## src/inc/crtc_defs.svh

```systemverilog
// constants for the raster timing controller: register indices, fields,
// reset values and timing figures
// assumes inclusion by bare name from inc/
`ifndef CRTC_DEFS_SVH
`define CRTC_DEFS_SVH

`define CRTC_NUM_REGS 18
`define CRTC_IDX_HTOTAL 5'h00
`define CRTC_IDX_HDISP 5'h01
`define CRTC_IDX_HSPOS 5'h02
`define CRTC_IDX_SYNCW 5'h03
`define CRTC_IDX_VTOTAL 5'h04
`define CRTC_IDX_VADJ 5'h05
`define CRTC_IDX_VDISP 5'h06
`define CRTC_IDX_VSPOS 5'h07
`define CRTC_IDX_SCAN_DELAY 5'h08
`define CRTC_IDX_MAXROW 5'h09
`define CRTC_IDX_CUR_FIRST 5'h0a
`define CRTC_IDX_CUR_LAST 5'h0b
`define CRTC_IDX_START_H 5'h0c
`define CRTC_IDX_START_L 5'h0d
`define CRTC_IDX_CUR_H 5'h0e
`define CRTC_IDX_CUR_L 5'h0f
`define CRTC_IDX_PEN_H 5'h10
`define CRTC_IDX_PEN_L 5'h11
// skew field positions in the scan and delay register
`define CRTC_WIN_DLY_LSB 4
`define CRTC_CUR_DLY_LSB 6
// cursor mode field position in cursor first-row register
`define CRTC_CUR_MODE_LSB 5
`define CRTC_BLINK_FAST_FIELDS 16
`define CRTC_BLINK_SLOW_FIELDS 32
// character clock: one tick per four system clocks by default
`define CRTC_CHAR_DIV 4'h2
`define CRTC_REG_RESET 8'h00

`endif

```

## src/inc/crtc_pkg.sv

```systemverilog
// types shared by both ends of the raster timing controller
// assumes crtc_defs.svh is reachable on the include path
`default_nettype none
package crtc_pkg;
  typedef logic [13:0] crtc_addr_t;
  typedef logic [4:0] crtc_row_t;
  typedef logic [7:0] crtc_byte_t;
  typedef enum logic [1:0] {
    CRTC_CUR_STEADY,
    CRTC_CUR_OFF,
    CRTC_CUR_BLINK_FAST,
    CRTC_CUR_BLINK_SLOW
  } crtc_cur_mode_t;
  typedef enum {
    CRTC_HOST_IDLE,
    CRTC_HOST_STROBE,
    CRTC_HOST_DONE
  } crtc_host_state_t;
endpackage : crtc_pkg
`default_nettype wire

```

## src/inc/crtc_if.sv

```systemverilog
// processor bus plus video outputs between host and controller
// assumes one common clock; data bus split into in, out and enable
`timescale 1ns/10ps
`default_nettype none
interface crtc_if;
  import crtc_pkg::*;
  logic chip_sel_n;
  logic register_select;
  logic read_not_write;
  logic bus_enable;
  logic chip_clear_n;
  crtc_byte_t wdata;
  crtc_byte_t rdata;
  logic rdata_oe;
  logic char_clk;
  crtc_addr_t refresh_mem_addr;
  crtc_row_t char_row_line;
  logic display_window;
  logic cursor_video;
  logic hsync;
  logic vsync;
  modport device (
    input chip_sel_n, register_select, read_not_write, bus_enable,
    input chip_clear_n, wdata, char_clk,
    output rdata, rdata_oe, refresh_mem_addr, char_row_line,
    output display_window, cursor_video, hsync, vsync
  );
  modport host (
    output chip_sel_n, register_select, read_not_write, bus_enable,
    output chip_clear_n, wdata, char_clk,
    input rdata, rdata_oe, refresh_mem_addr, char_row_line,
    input display_window, cursor_video, hsync, vsync
  );
endinterface : crtc_if
`default_nettype wire

```

## src/rtl/crtc_skew.sv

```systemverilog
// delays one video flag by 0, 1 or 2 character times
// assumes tick marks the character clock rising edge
`timescale 1ns/10ps
`default_nettype none
module crtc_skew (
  // clock and reset
  input wire logic clk,
  input wire logic reset,
  // control
  input wire logic tick,
  input wire logic [1:0] delay_sel,
  input wire logic din,
  // result
  output logic dout
);
  import crtc_pkg::*;
  logic [1:0] pipe_q;
  logic sel_w;

  always_ff @(posedge clk or posedge reset) begin
    if (reset) begin
      pipe_q <= 2'h0;
    end else if (tick) begin
      pipe_q <= {pipe_q[0], din};
    end
  end

  // code 3 is undefined; treated as two characters
  assign sel_w = (delay_sel == 2'h0) ? din :
                 (delay_sel == 2'h1) ? pipe_q[0] : pipe_q[1];

  always_ff @(posedge clk or posedge reset) begin
    if (reset) begin
      dout <= 1'b0;
    end else begin
      dout <= sel_w;
    end
  end
endmodule : crtc_skew
`default_nettype wire

```

## src/rtl/crtc_device.sv

```systemverilog
// raster timing controller: indexed register file and video timing
// assumes bus and character clock signals synchronous to clk
`timescale 1ns/10ps
`default_nettype none
`include "crtc_defs.svh"
module crtc_device (
  // clock and reset
  input wire logic clk,
  input wire logic reset,
  // link
  crtc_if.device bus
);
  import crtc_pkg::*;

  ////////////////////////////////////////////////////////////////////////
  // register file
  logic [4:0] index_q;
  logic [7:0] regs_q [`CRTC_NUM_REGS];
  logic [7:0] rdata_q;
  logic rdata_oe_q;
  logic strobe_q;
  logic sel_w;
  logic strobe_rise_w;
  logic wr_w;
  logic idx_ok_w;

  assign sel_w = !bus.chip_sel_n && bus.bus_enable;
  assign strobe_rise_w = sel_w && !strobe_q;
  assign wr_w = strobe_rise_w && !bus.read_not_write;
  assign idx_ok_w = index_q < 5'(`CRTC_NUM_REGS);

  always_ff @(posedge clk or posedge reset) begin
    if (reset) begin
      strobe_q <= 1'b0;
    end else begin
      strobe_q <= sel_w;
    end
  end

  always_ff @(posedge clk or posedge reset) begin
    if (reset) begin
      index_q <= 5'h00;
    end else if (wr_w && !bus.register_select) begin
      index_q <= bus.wdata[4:0];
    end
  end

  // chip clear is not a reset for this array: contents survive it
  always_ff @(posedge clk or posedge reset) begin
    if (reset) begin
      for (int i = 0; i < `CRTC_NUM_REGS; i++) begin
        regs_q[i] <= `CRTC_REG_RESET;
      end
    end else if (wr_w && bus.register_select && idx_ok_w &&
                 index_q < `CRTC_IDX_PEN_H) begin
      regs_q[index_q] <= bus.wdata;
    end
  end

  // reads while strobe is high and the device drives the bus
  always_ff @(posedge clk or posedge reset) begin
    if (reset) begin
      rdata_q <= 8'h00;
      rdata_oe_q <= 1'b0;
    end else begin
      rdata_oe_q <= sel_w && bus.read_not_write;
      if (!bus.register_select) begin
        rdata_q <= {3'h0, index_q};
      end else if (idx_ok_w) begin
        rdata_q <= regs_q[index_q];
      end else begin
        rdata_q <= 8'h00;
      end
    end
  end
  assign bus.rdata = rdata_q;
  assign bus.rdata_oe = rdata_oe_q;

  ////////////////////////////////////////////////////////////////////////
  // character clock edge
  logic cclk_q;
  logic tick_w;
  always_ff @(posedge clk or posedge reset) begin
    if (reset) begin
      cclk_q <= 1'b0;
    end else begin
      cclk_q <= bus.char_clk;
    end
  end
  // counters move on the low-to-high edge at mid character
  assign tick_w = bus.char_clk && !cclk_q;

  ////////////////////////////////////////////////////////////////////////
  // counters
  logic [7:0] hcnt_q;
  logic [4:0] row_q;
  logic [6:0] vcnt_q;
  logic [4:0] adj_q;
  logic in_adj_q;
  logic [13:0] line_base_q;
  logic [13:0] addr_q;
  logic [3:0] hsw_q;
  logic [3:0] vsw_q;
  logic hsync_q;
  logic vsync_q;
  logic [4:0] field_q;
  logic clear_w;
  logic h_end_w;
  logic row_end_w;
  logic v_end_w;
  logic frame_end_w;
  logic [13:0] start_w;
  logic [13:0] cursor_w;

  assign clear_w = !bus.chip_clear_n;
  assign start_w = {regs_q[`CRTC_IDX_START_H][5:0],
                    regs_q[`CRTC_IDX_START_L]};
  assign cursor_w = {regs_q[`CRTC_IDX_CUR_H][5:0],
                     regs_q[`CRTC_IDX_CUR_L]};
  assign h_end_w = hcnt_q == regs_q[`CRTC_IDX_HTOTAL];
  assign row_end_w = h_end_w && (row_q == regs_q[`CRTC_IDX_MAXROW][4:0]);
  assign v_end_w = vcnt_q == regs_q[`CRTC_IDX_VTOTAL][6:0];
  assign frame_end_w = h_end_w &&
    (in_adj_q ? (adj_q == regs_q[`CRTC_IDX_VADJ][4:0]) :
     (row_end_w && v_end_w && regs_q[`CRTC_IDX_VADJ][4:0] == 5'h00));

  always_ff @(posedge clk or posedge reset) begin
    if (reset) begin
      hcnt_q <= 8'h00;
      row_q <= 5'h00;
      vcnt_q <= 7'h00;
      adj_q <= 5'h00;
      in_adj_q <= 1'b0;
      line_base_q <= 14'h0000;
      addr_q <= 14'h0000;
      field_q <= 5'h00;
    end else if (clear_w) begin
      hcnt_q <= 8'h00;
      row_q <= 5'h00;
      vcnt_q <= 7'h00;
      adj_q <= 5'h00;
      in_adj_q <= 1'b0;
      line_base_q <= start_w;
      addr_q <= start_w;
    end else if (tick_w) begin
      hcnt_q <= h_end_w ? 8'h00 : hcnt_q + 8'h01;
      addr_q <= addr_q + 14'h0001;
      if (frame_end_w) begin
        row_q <= 5'h00;
        vcnt_q <= 7'h00;
        adj_q <= 5'h00;
        in_adj_q <= 1'b0;
        line_base_q <= start_w;
        addr_q <= start_w;
        field_q <= field_q + 5'h01;
      end else if (in_adj_q && h_end_w) begin
        adj_q <= adj_q + 5'h01;
        addr_q <= line_base_q;
      end else if (row_end_w) begin
        row_q <= 5'h00;
        if (v_end_w) begin
          in_adj_q <= 1'b1;
        end else begin
          vcnt_q <= vcnt_q + 7'h01;
        end
        line_base_q <= line_base_q + {6'h00, regs_q[`CRTC_IDX_HDISP]};
        addr_q <= line_base_q + {6'h00, regs_q[`CRTC_IDX_HDISP]};
      end else if (h_end_w) begin
        row_q <= row_q + 5'h01;
        addr_q <= line_base_q;
      end
    end
  end

  // sync generators; widths of zero are taken as 16
  always_ff @(posedge clk or posedge reset) begin
    if (reset) begin
      hsync_q <= 1'b0;
      vsync_q <= 1'b0;
      hsw_q <= 4'h0;
      vsw_q <= 4'h0;
    end else if (clear_w) begin
      hsync_q <= 1'b0;
      vsync_q <= 1'b0;
    end else if (tick_w) begin
      if (hcnt_q == regs_q[`CRTC_IDX_HSPOS]) begin
        hsync_q <= 1'b1;
        hsw_q <= regs_q[`CRTC_IDX_SYNCW][3:0] - 4'h1;
      end else if (hsw_q == 4'h0) begin
        hsync_q <= 1'b0;
      end else begin
        hsw_q <= hsw_q - 4'h1;
      end
      if (h_end_w && row_end_w && !in_adj_q &&
          vcnt_q + 7'h01 == regs_q[`CRTC_IDX_VSPOS][6:0]) begin
        vsync_q <= 1'b1;
        vsw_q <= regs_q[`CRTC_IDX_SYNCW][7:4] - 4'h1;
      end else if (h_end_w && vsync_q) begin
        if (vsw_q == 4'h0) begin
          vsync_q <= 1'b0;
        end else begin
          vsw_q <= vsw_q - 4'h1;
        end
      end
    end
  end

  ////////////////////////////////////////////////////////////////////////
  // window, cursor and skew
  logic window_w;
  logic cursor_w_raw;
  logic blink_on_w;
  crtc_cur_mode_t mode_w;
  logic [4:0] first_w;
  logic [4:0] last_w;

  assign window_w = !in_adj_q && hcnt_q < regs_q[`CRTC_IDX_HDISP] &&
                    vcnt_q < regs_q[`CRTC_IDX_VDISP][6:0];
  assign mode_w = crtc_cur_mode_t'(
    regs_q[`CRTC_IDX_CUR_FIRST][`CRTC_CUR_MODE_LSB +: 2]);
  assign first_w = regs_q[`CRTC_IDX_CUR_FIRST][4:0];
  assign last_w = regs_q[`CRTC_IDX_CUR_LAST][4:0];
  // blink duty is half the period: bit 3 for 16 fields, bit 4 for 32
  assign blink_on_w = (mode_w == CRTC_CUR_STEADY) ||
    (mode_w == CRTC_CUR_BLINK_FAST && !field_q[3]) ||
    (mode_w == CRTC_CUR_BLINK_SLOW && !field_q[4]);
  // relies on software ordering first <= last <= max row
  assign cursor_w_raw = window_w && addr_q == cursor_w &&
    row_q >= first_w && row_q <= last_w && blink_on_w;

  crtc_skew u_win_skew (
    .clk(clk),
    .reset(reset),
    .tick(tick_w),
    .delay_sel(regs_q[`CRTC_IDX_SCAN_DELAY][`CRTC_WIN_DLY_LSB +: 2]),
    .din(window_w),
    .dout(bus.display_window)
  );
  crtc_skew u_cur_skew (
    .clk(clk),
    .reset(reset),
    .tick(tick_w),
    .delay_sel(regs_q[`CRTC_IDX_SCAN_DELAY][`CRTC_CUR_DLY_LSB +: 2]),
    .din(cursor_w_raw),
    .dout(bus.cursor_video)
  );

  assign bus.refresh_mem_addr = addr_q;
  assign bus.char_row_line = row_q;
  assign bus.hsync = hsync_q;
  assign bus.vsync = vsync_q;
endmodule : crtc_device
`default_nettype wire

```

## src/flat_wrapper.sv

```systemverilog
// flat-port wrapper written by rule: the top's interface ports become plain ports
module crtc_device_flat import crtc_pkg::*;
  (clk, reset, bus_chip_sel_n, bus_register_select, bus_read_not_write, bus_bus_enable, bus_chip_clear_n, bus_wdata, bus_char_clk, bus_rdata, bus_rdata_oe, bus_refresh_mem_addr, bus_char_row_line, bus_display_window, bus_cursor_video, bus_hsync, bus_vsync);
  crtc_if bus_i ();
  input wire logic clk;
  input wire logic reset;
  input wire logic [$bits(bus_i.chip_sel_n)-1:0] bus_chip_sel_n;
  input wire logic [$bits(bus_i.register_select)-1:0] bus_register_select;
  input wire logic [$bits(bus_i.read_not_write)-1:0] bus_read_not_write;
  input wire logic [$bits(bus_i.bus_enable)-1:0] bus_bus_enable;
  input wire logic [$bits(bus_i.chip_clear_n)-1:0] bus_chip_clear_n;
  input wire logic [$bits(bus_i.wdata)-1:0] bus_wdata;
  input wire logic [$bits(bus_i.char_clk)-1:0] bus_char_clk;
  output wire logic [$bits(bus_i.rdata)-1:0] bus_rdata;
  output wire logic [$bits(bus_i.rdata_oe)-1:0] bus_rdata_oe;
  output wire logic [$bits(bus_i.refresh_mem_addr)-1:0] bus_refresh_mem_addr;
  output wire logic [$bits(bus_i.char_row_line)-1:0] bus_char_row_line;
  output wire logic [$bits(bus_i.display_window)-1:0] bus_display_window;
  output wire logic [$bits(bus_i.cursor_video)-1:0] bus_cursor_video;
  output wire logic [$bits(bus_i.hsync)-1:0] bus_hsync;
  output wire logic [$bits(bus_i.vsync)-1:0] bus_vsync;
  assign bus_i.chip_sel_n = bus_chip_sel_n;
  assign bus_i.register_select = bus_register_select;
  assign bus_i.read_not_write = bus_read_not_write;
  assign bus_i.bus_enable = bus_bus_enable;
  assign bus_i.chip_clear_n = bus_chip_clear_n;
  assign bus_i.wdata = bus_wdata;
  assign bus_i.char_clk = bus_char_clk;
  assign bus_rdata = bus_i.rdata;
  assign bus_rdata_oe = bus_i.rdata_oe;
  assign bus_refresh_mem_addr = bus_i.refresh_mem_addr;
  assign bus_char_row_line = bus_i.char_row_line;
  assign bus_display_window = bus_i.display_window;
  assign bus_cursor_video = bus_i.cursor_video;
  assign bus_hsync = bus_i.hsync;
  assign bus_vsync = bus_i.vsync;
  crtc_device u_core (.clk(clk), .reset(reset), .bus(bus_i));
endmodule
```

## config.mk

```make
export PLATFORM = sky130hd
export DESIGN_NAME = crtc_device_flat
export DESIGN_NICKNAME = d
export VERILOG_FILES = /design/src/inc/crtc_pkg.sv /design/src/inc/crtc_if.sv /design/src/rtl/crtc_skew.sv /design/src/rtl/crtc_device.sv /design/src/flat_wrapper.sv
export VERILOG_INCLUDE_DIRS = /design/src /design/src/inc
export SDC_FILE = /design/constraint.sdc
export NUM_CORES = 1
export LEC_CHECK = 0
export ABC_AREA = 1
export BUFFER_PORTS_ARGS = -buffer_cell sky130_fd_sc_hd__clkbuf_2
export CAP_MARGIN = 10
export CORE_AREA = 2 2 252 155
export DETAILED_ROUTE_END_ITERATION = 10
export DIE_AREA = 0 0 254 157
export MAX_ROUTING_LAYER = met4
export PLACE_DENSITY = 0.48
export SLEW_MARGIN = 20
export SYNTH_ARGS = -nofsm -noshare
export SYNTH_HDL_FRONTEND = slang
export SYNTH_SLANG_ARGS = --single-unit
```

## constraint.sdc

```tcl
create_clock -name clk -period 10.15 [get_ports clk]
set_input_delay 2.03 -clock clk [delete_from_list [all_inputs] [get_ports clk]]
set_output_delay 2.03 -clock clk [all_outputs]
set_load 0.03 [all_outputs]
```

==> summary.md <==
| Metric | Value |
|---|---|
| Outcome | completed |
| Worst reg2reg startpoint | u_core.hcnt_q[3] |
| Relative slew slack | 0.2756 |
| Worst r2r path cells | 15 |
| Peak VDD IR | 126.3 µV |
| Skew final | 0.02937 ns |
| Gr usage total | 0.2469 |
| Max cap viols | 0 |
| Ys Warns | 0 |
| Hold_buf cts | 0 |
| Clock transition at path regs | 0.07 ns |
| # setup viols final | 0 |
| Most frequent cells in the layout | 421 x nand2_1, 235 x dfrtp_1, 222 x o21ai_0 |
| Die ar. | approximately 40000 µm² |
| Post-synthesis cell area | 12960 µm² |
| Most common cell after layout, fill and taps aside | nand2_1 |
| Initial core utilization | 0.3476 |
| H-Tree Depth | 1 |
| Post-synthesis net count | 1700 |
| Nets | 1707 |
| Vias in the first global route | between 10000 and 15000 |
| Max clock buf depth | 3 |
| Unique cell type count in the Yosys netlist | 51 |
| Worst hold stages | 0 |
| Crit path required time | 10.59 ns |
| Crit Path Max Fanout | 22 |
| Final Hold Vio Count | 0 |
| Worst-Skew Late Latency | about 0.58 ns |
| Drt via density | 5.312 |
| IO Count | 48 |
| Hold path start | u_core.regs_q[3] |
| CTS Buf Count | 26 |
| RSZ-0062 raised after global routing | no |
| Area Overhead vs Synth | 12.31% |
| Worst Tran Pin Value | around 1.1 ns |
| Chip height | 157 µm |
| Number of remaining DRC errors | 0 |
| # resized after CTS | 0 |
| CTS root buf | clkbuf_16 |
| Async set-reset flop share out of synthesis | 1.000 |
| Hold slack | around 0.37 ns |
| Vias | approximately 12000 |
| HP Class | register to register |
| Core area | 37300 µm² |
| # diodes | 0 |
| Total global routing overflow | 0 |
| Total Neg Setup Slack | 0 ns |
| Register area | 5881 µm² |
| Die width | around 250 µm |
| Cells after Synth | 1644 |
| Largest net degree at the start of global routing | 121 |
| Post-synthesis sequential area ratio | 0.4536 |
| Power Dens Cells | 232.7 nW/µm² |
| Setup Crit Path Kind | primary input to register |
| GP Congestion | 0.8975 |
| Leak | between 6 and 7 nW |
| First-pass GRT wire length | 71280 µm |
| Ys flop type | dfrtp_1 |
| Fmax | between 200 and 250 MHz |
| Overall Power | about 3.4 mW |
| Syn Area/Cell | 7.886 µm² |
| DRT iter0 DRCs | roughly 1400 |
| Reg2Reg Setup Slack | about 6.4 ns |
| Final Slew Violations | 0 |
| Share of layout cells above drive strength 1 | 0.09037 |
| Final Cycle Share | 0.3996 |
| Hold EP | u_core.regs_q[3] |
| Total routed wirelength | 47020 µm |
| Reg2reg end | u_core.line_base_q[8] |
| DP HPWL | 33970 µm |
| Buffers on Ports | 47 |
| Row count | 55 |
| Footprint of the multi-input gates | 6138 µm² |
| CP Capture Type | register |
| Arrival time at the worst endpoint | between 4 and 5 ns |
| CTS Sinks | 235 |
| Fin crit period | 4.056 ns |
| Initial antenna violation count | 0 |
| CP startpoint kind | primary input |
| Routed len/inst | 21.53 µm |
| Routed Antenna Nets | 0 |
| Post-synth EDFFs | 0 |
| CTS tree | done |
| Post-CTS setup buffer count | 0 |
| Layout fillers | 3851 |
| DR pass1 iterations | 5 |
| Yosys reg bits | 235 |
-- report_power, final --
group          switching [mW]  internal (mW)  total, mW
registers               0.183           1.07       1.25
logic                   0.752          0.319       1.07
clock network           0.428          0.638       1.07
total                    1.36           2.03       3.39
-- worst max-delay path, stage by stage --
cell and delay [ns]:
clkbuf_2 0.09, inv_1 0.03, nor2_1 0.42, clkinv_1 0.50
o21ai_2 0.46, inv_2 0.12, nor2_8 0.32, nand2_4 0.29
nand2_1 0.16, o21ai_2 0.06
-- stage by stage --
| step | setup slack [ns] | instances | area [µm²] | util |
|---|---|---|---|---|
| 2_1_floorplan | 1.674 | 1644 | 12960 | - |
| 6_report | 6.094 | 2184 | 14560 | 0.3904 |
| 3_3_place_gp | 5.585 | 2136 | 13600 | 0.3646 |
| 3_5_place_dp | 5.521 | 2136 | 13600 | 0.3646 |
| 5_1_grt | 5.876 | 2184 | 14560 | 0.3904 |
| 4_1_cts | 6.131 | 2184 | 14560 | 0.3903 |
-- state kept, by name, summed over array words and instances, names as in the netlist, 5 cells and up --
signal	cells
u_core.regs_q	118
u_core.bus.refresh_mem_addr	14
u_core.cursor_w	14
u_core.line_base_q	14
u_core.bus.rdata	8
u_core.hcnt_q	8
u_core.vcnt_q	7
u_core.adj_q	5
u_core.bus.char_row_line	5
u_core.field_q	5
u_core.first_w	5
u_core.index_q	5
u_core.last_w	5
-- cells by family (layout without fill, tap and decap cells) --
logic type | Yosys count | after routing | synth area share
buffers and inverters | 242 | 269 | 0.07363
flip-flops | 235 | 235 | 0.4536
XOR/XNOR | 64 | 64 | 0.04430
adder cells (fa/ha/maj) | 40 | 40 | 0.03918
AND/OR/NAND/NOR | 698 | 698 | 0.2288
AO/OA/AOI/OAI | 365 | 365 | 0.1605
-- area by class of cell --
class                      instances  share of cell area
clock buffer                      34             0.05018
inverter                         162             0.04228
tap                              513             0.04408
clock inverter                    14             0.01572
sequential                       235              0.4038
multi-input combinational       1167              0.4215
timing repair buffer              59             0.02234
-- synthesized netlist by cell type, types with 25 or more instances --
cell type / instances / area share
ha_1: 39 / 0.038
a22oi_1: 25 / 0.014
nor2_1: 96 / 0.028
clkbuf_1: 67 / 0.019
nand3_1: 114 / 0.044
a21oi_1: 45 / 0.017
xnor2_1: 27 / 0.018
inv_1: 146 / 0.042
xor2_1: 36 / 0.024
o21ai_0: 222 / 0.086
dfrtp_1: 235 / 0.45
nand2_1: 421 / 0.12
-- layer usage --
metal  part of all wire  global-route usage
met5                  0                   -
met4              0.016             0.04370
met3              0.075             0.03456
met2               0.38              0.3205
met1               0.53              0.3975
-- how the worst max path moves through the flow --
stage / end / slack [ns] / cells after the start / start
detailed placement: u_core.line_base_q[8] / 5.52 / 10 / bus_char_clk
floorplan: u_core.adj_q[0] / 1.67 / 1 / reset
CTS: u_core.line_base_q[8] / 6.13 / 10 / bus_char_clk
global route: u_core.hsw_q[2] / 5.88 / 10 / bus_char_clk
global placement: u_core.line_base_q[10] / 5.58 / 10 / bus_char_clk
finish: u_core.line_base_q[8] / 6.09 / 10 / bus_char_clk
Note: power is estimated with default switching activity, not from simulation.
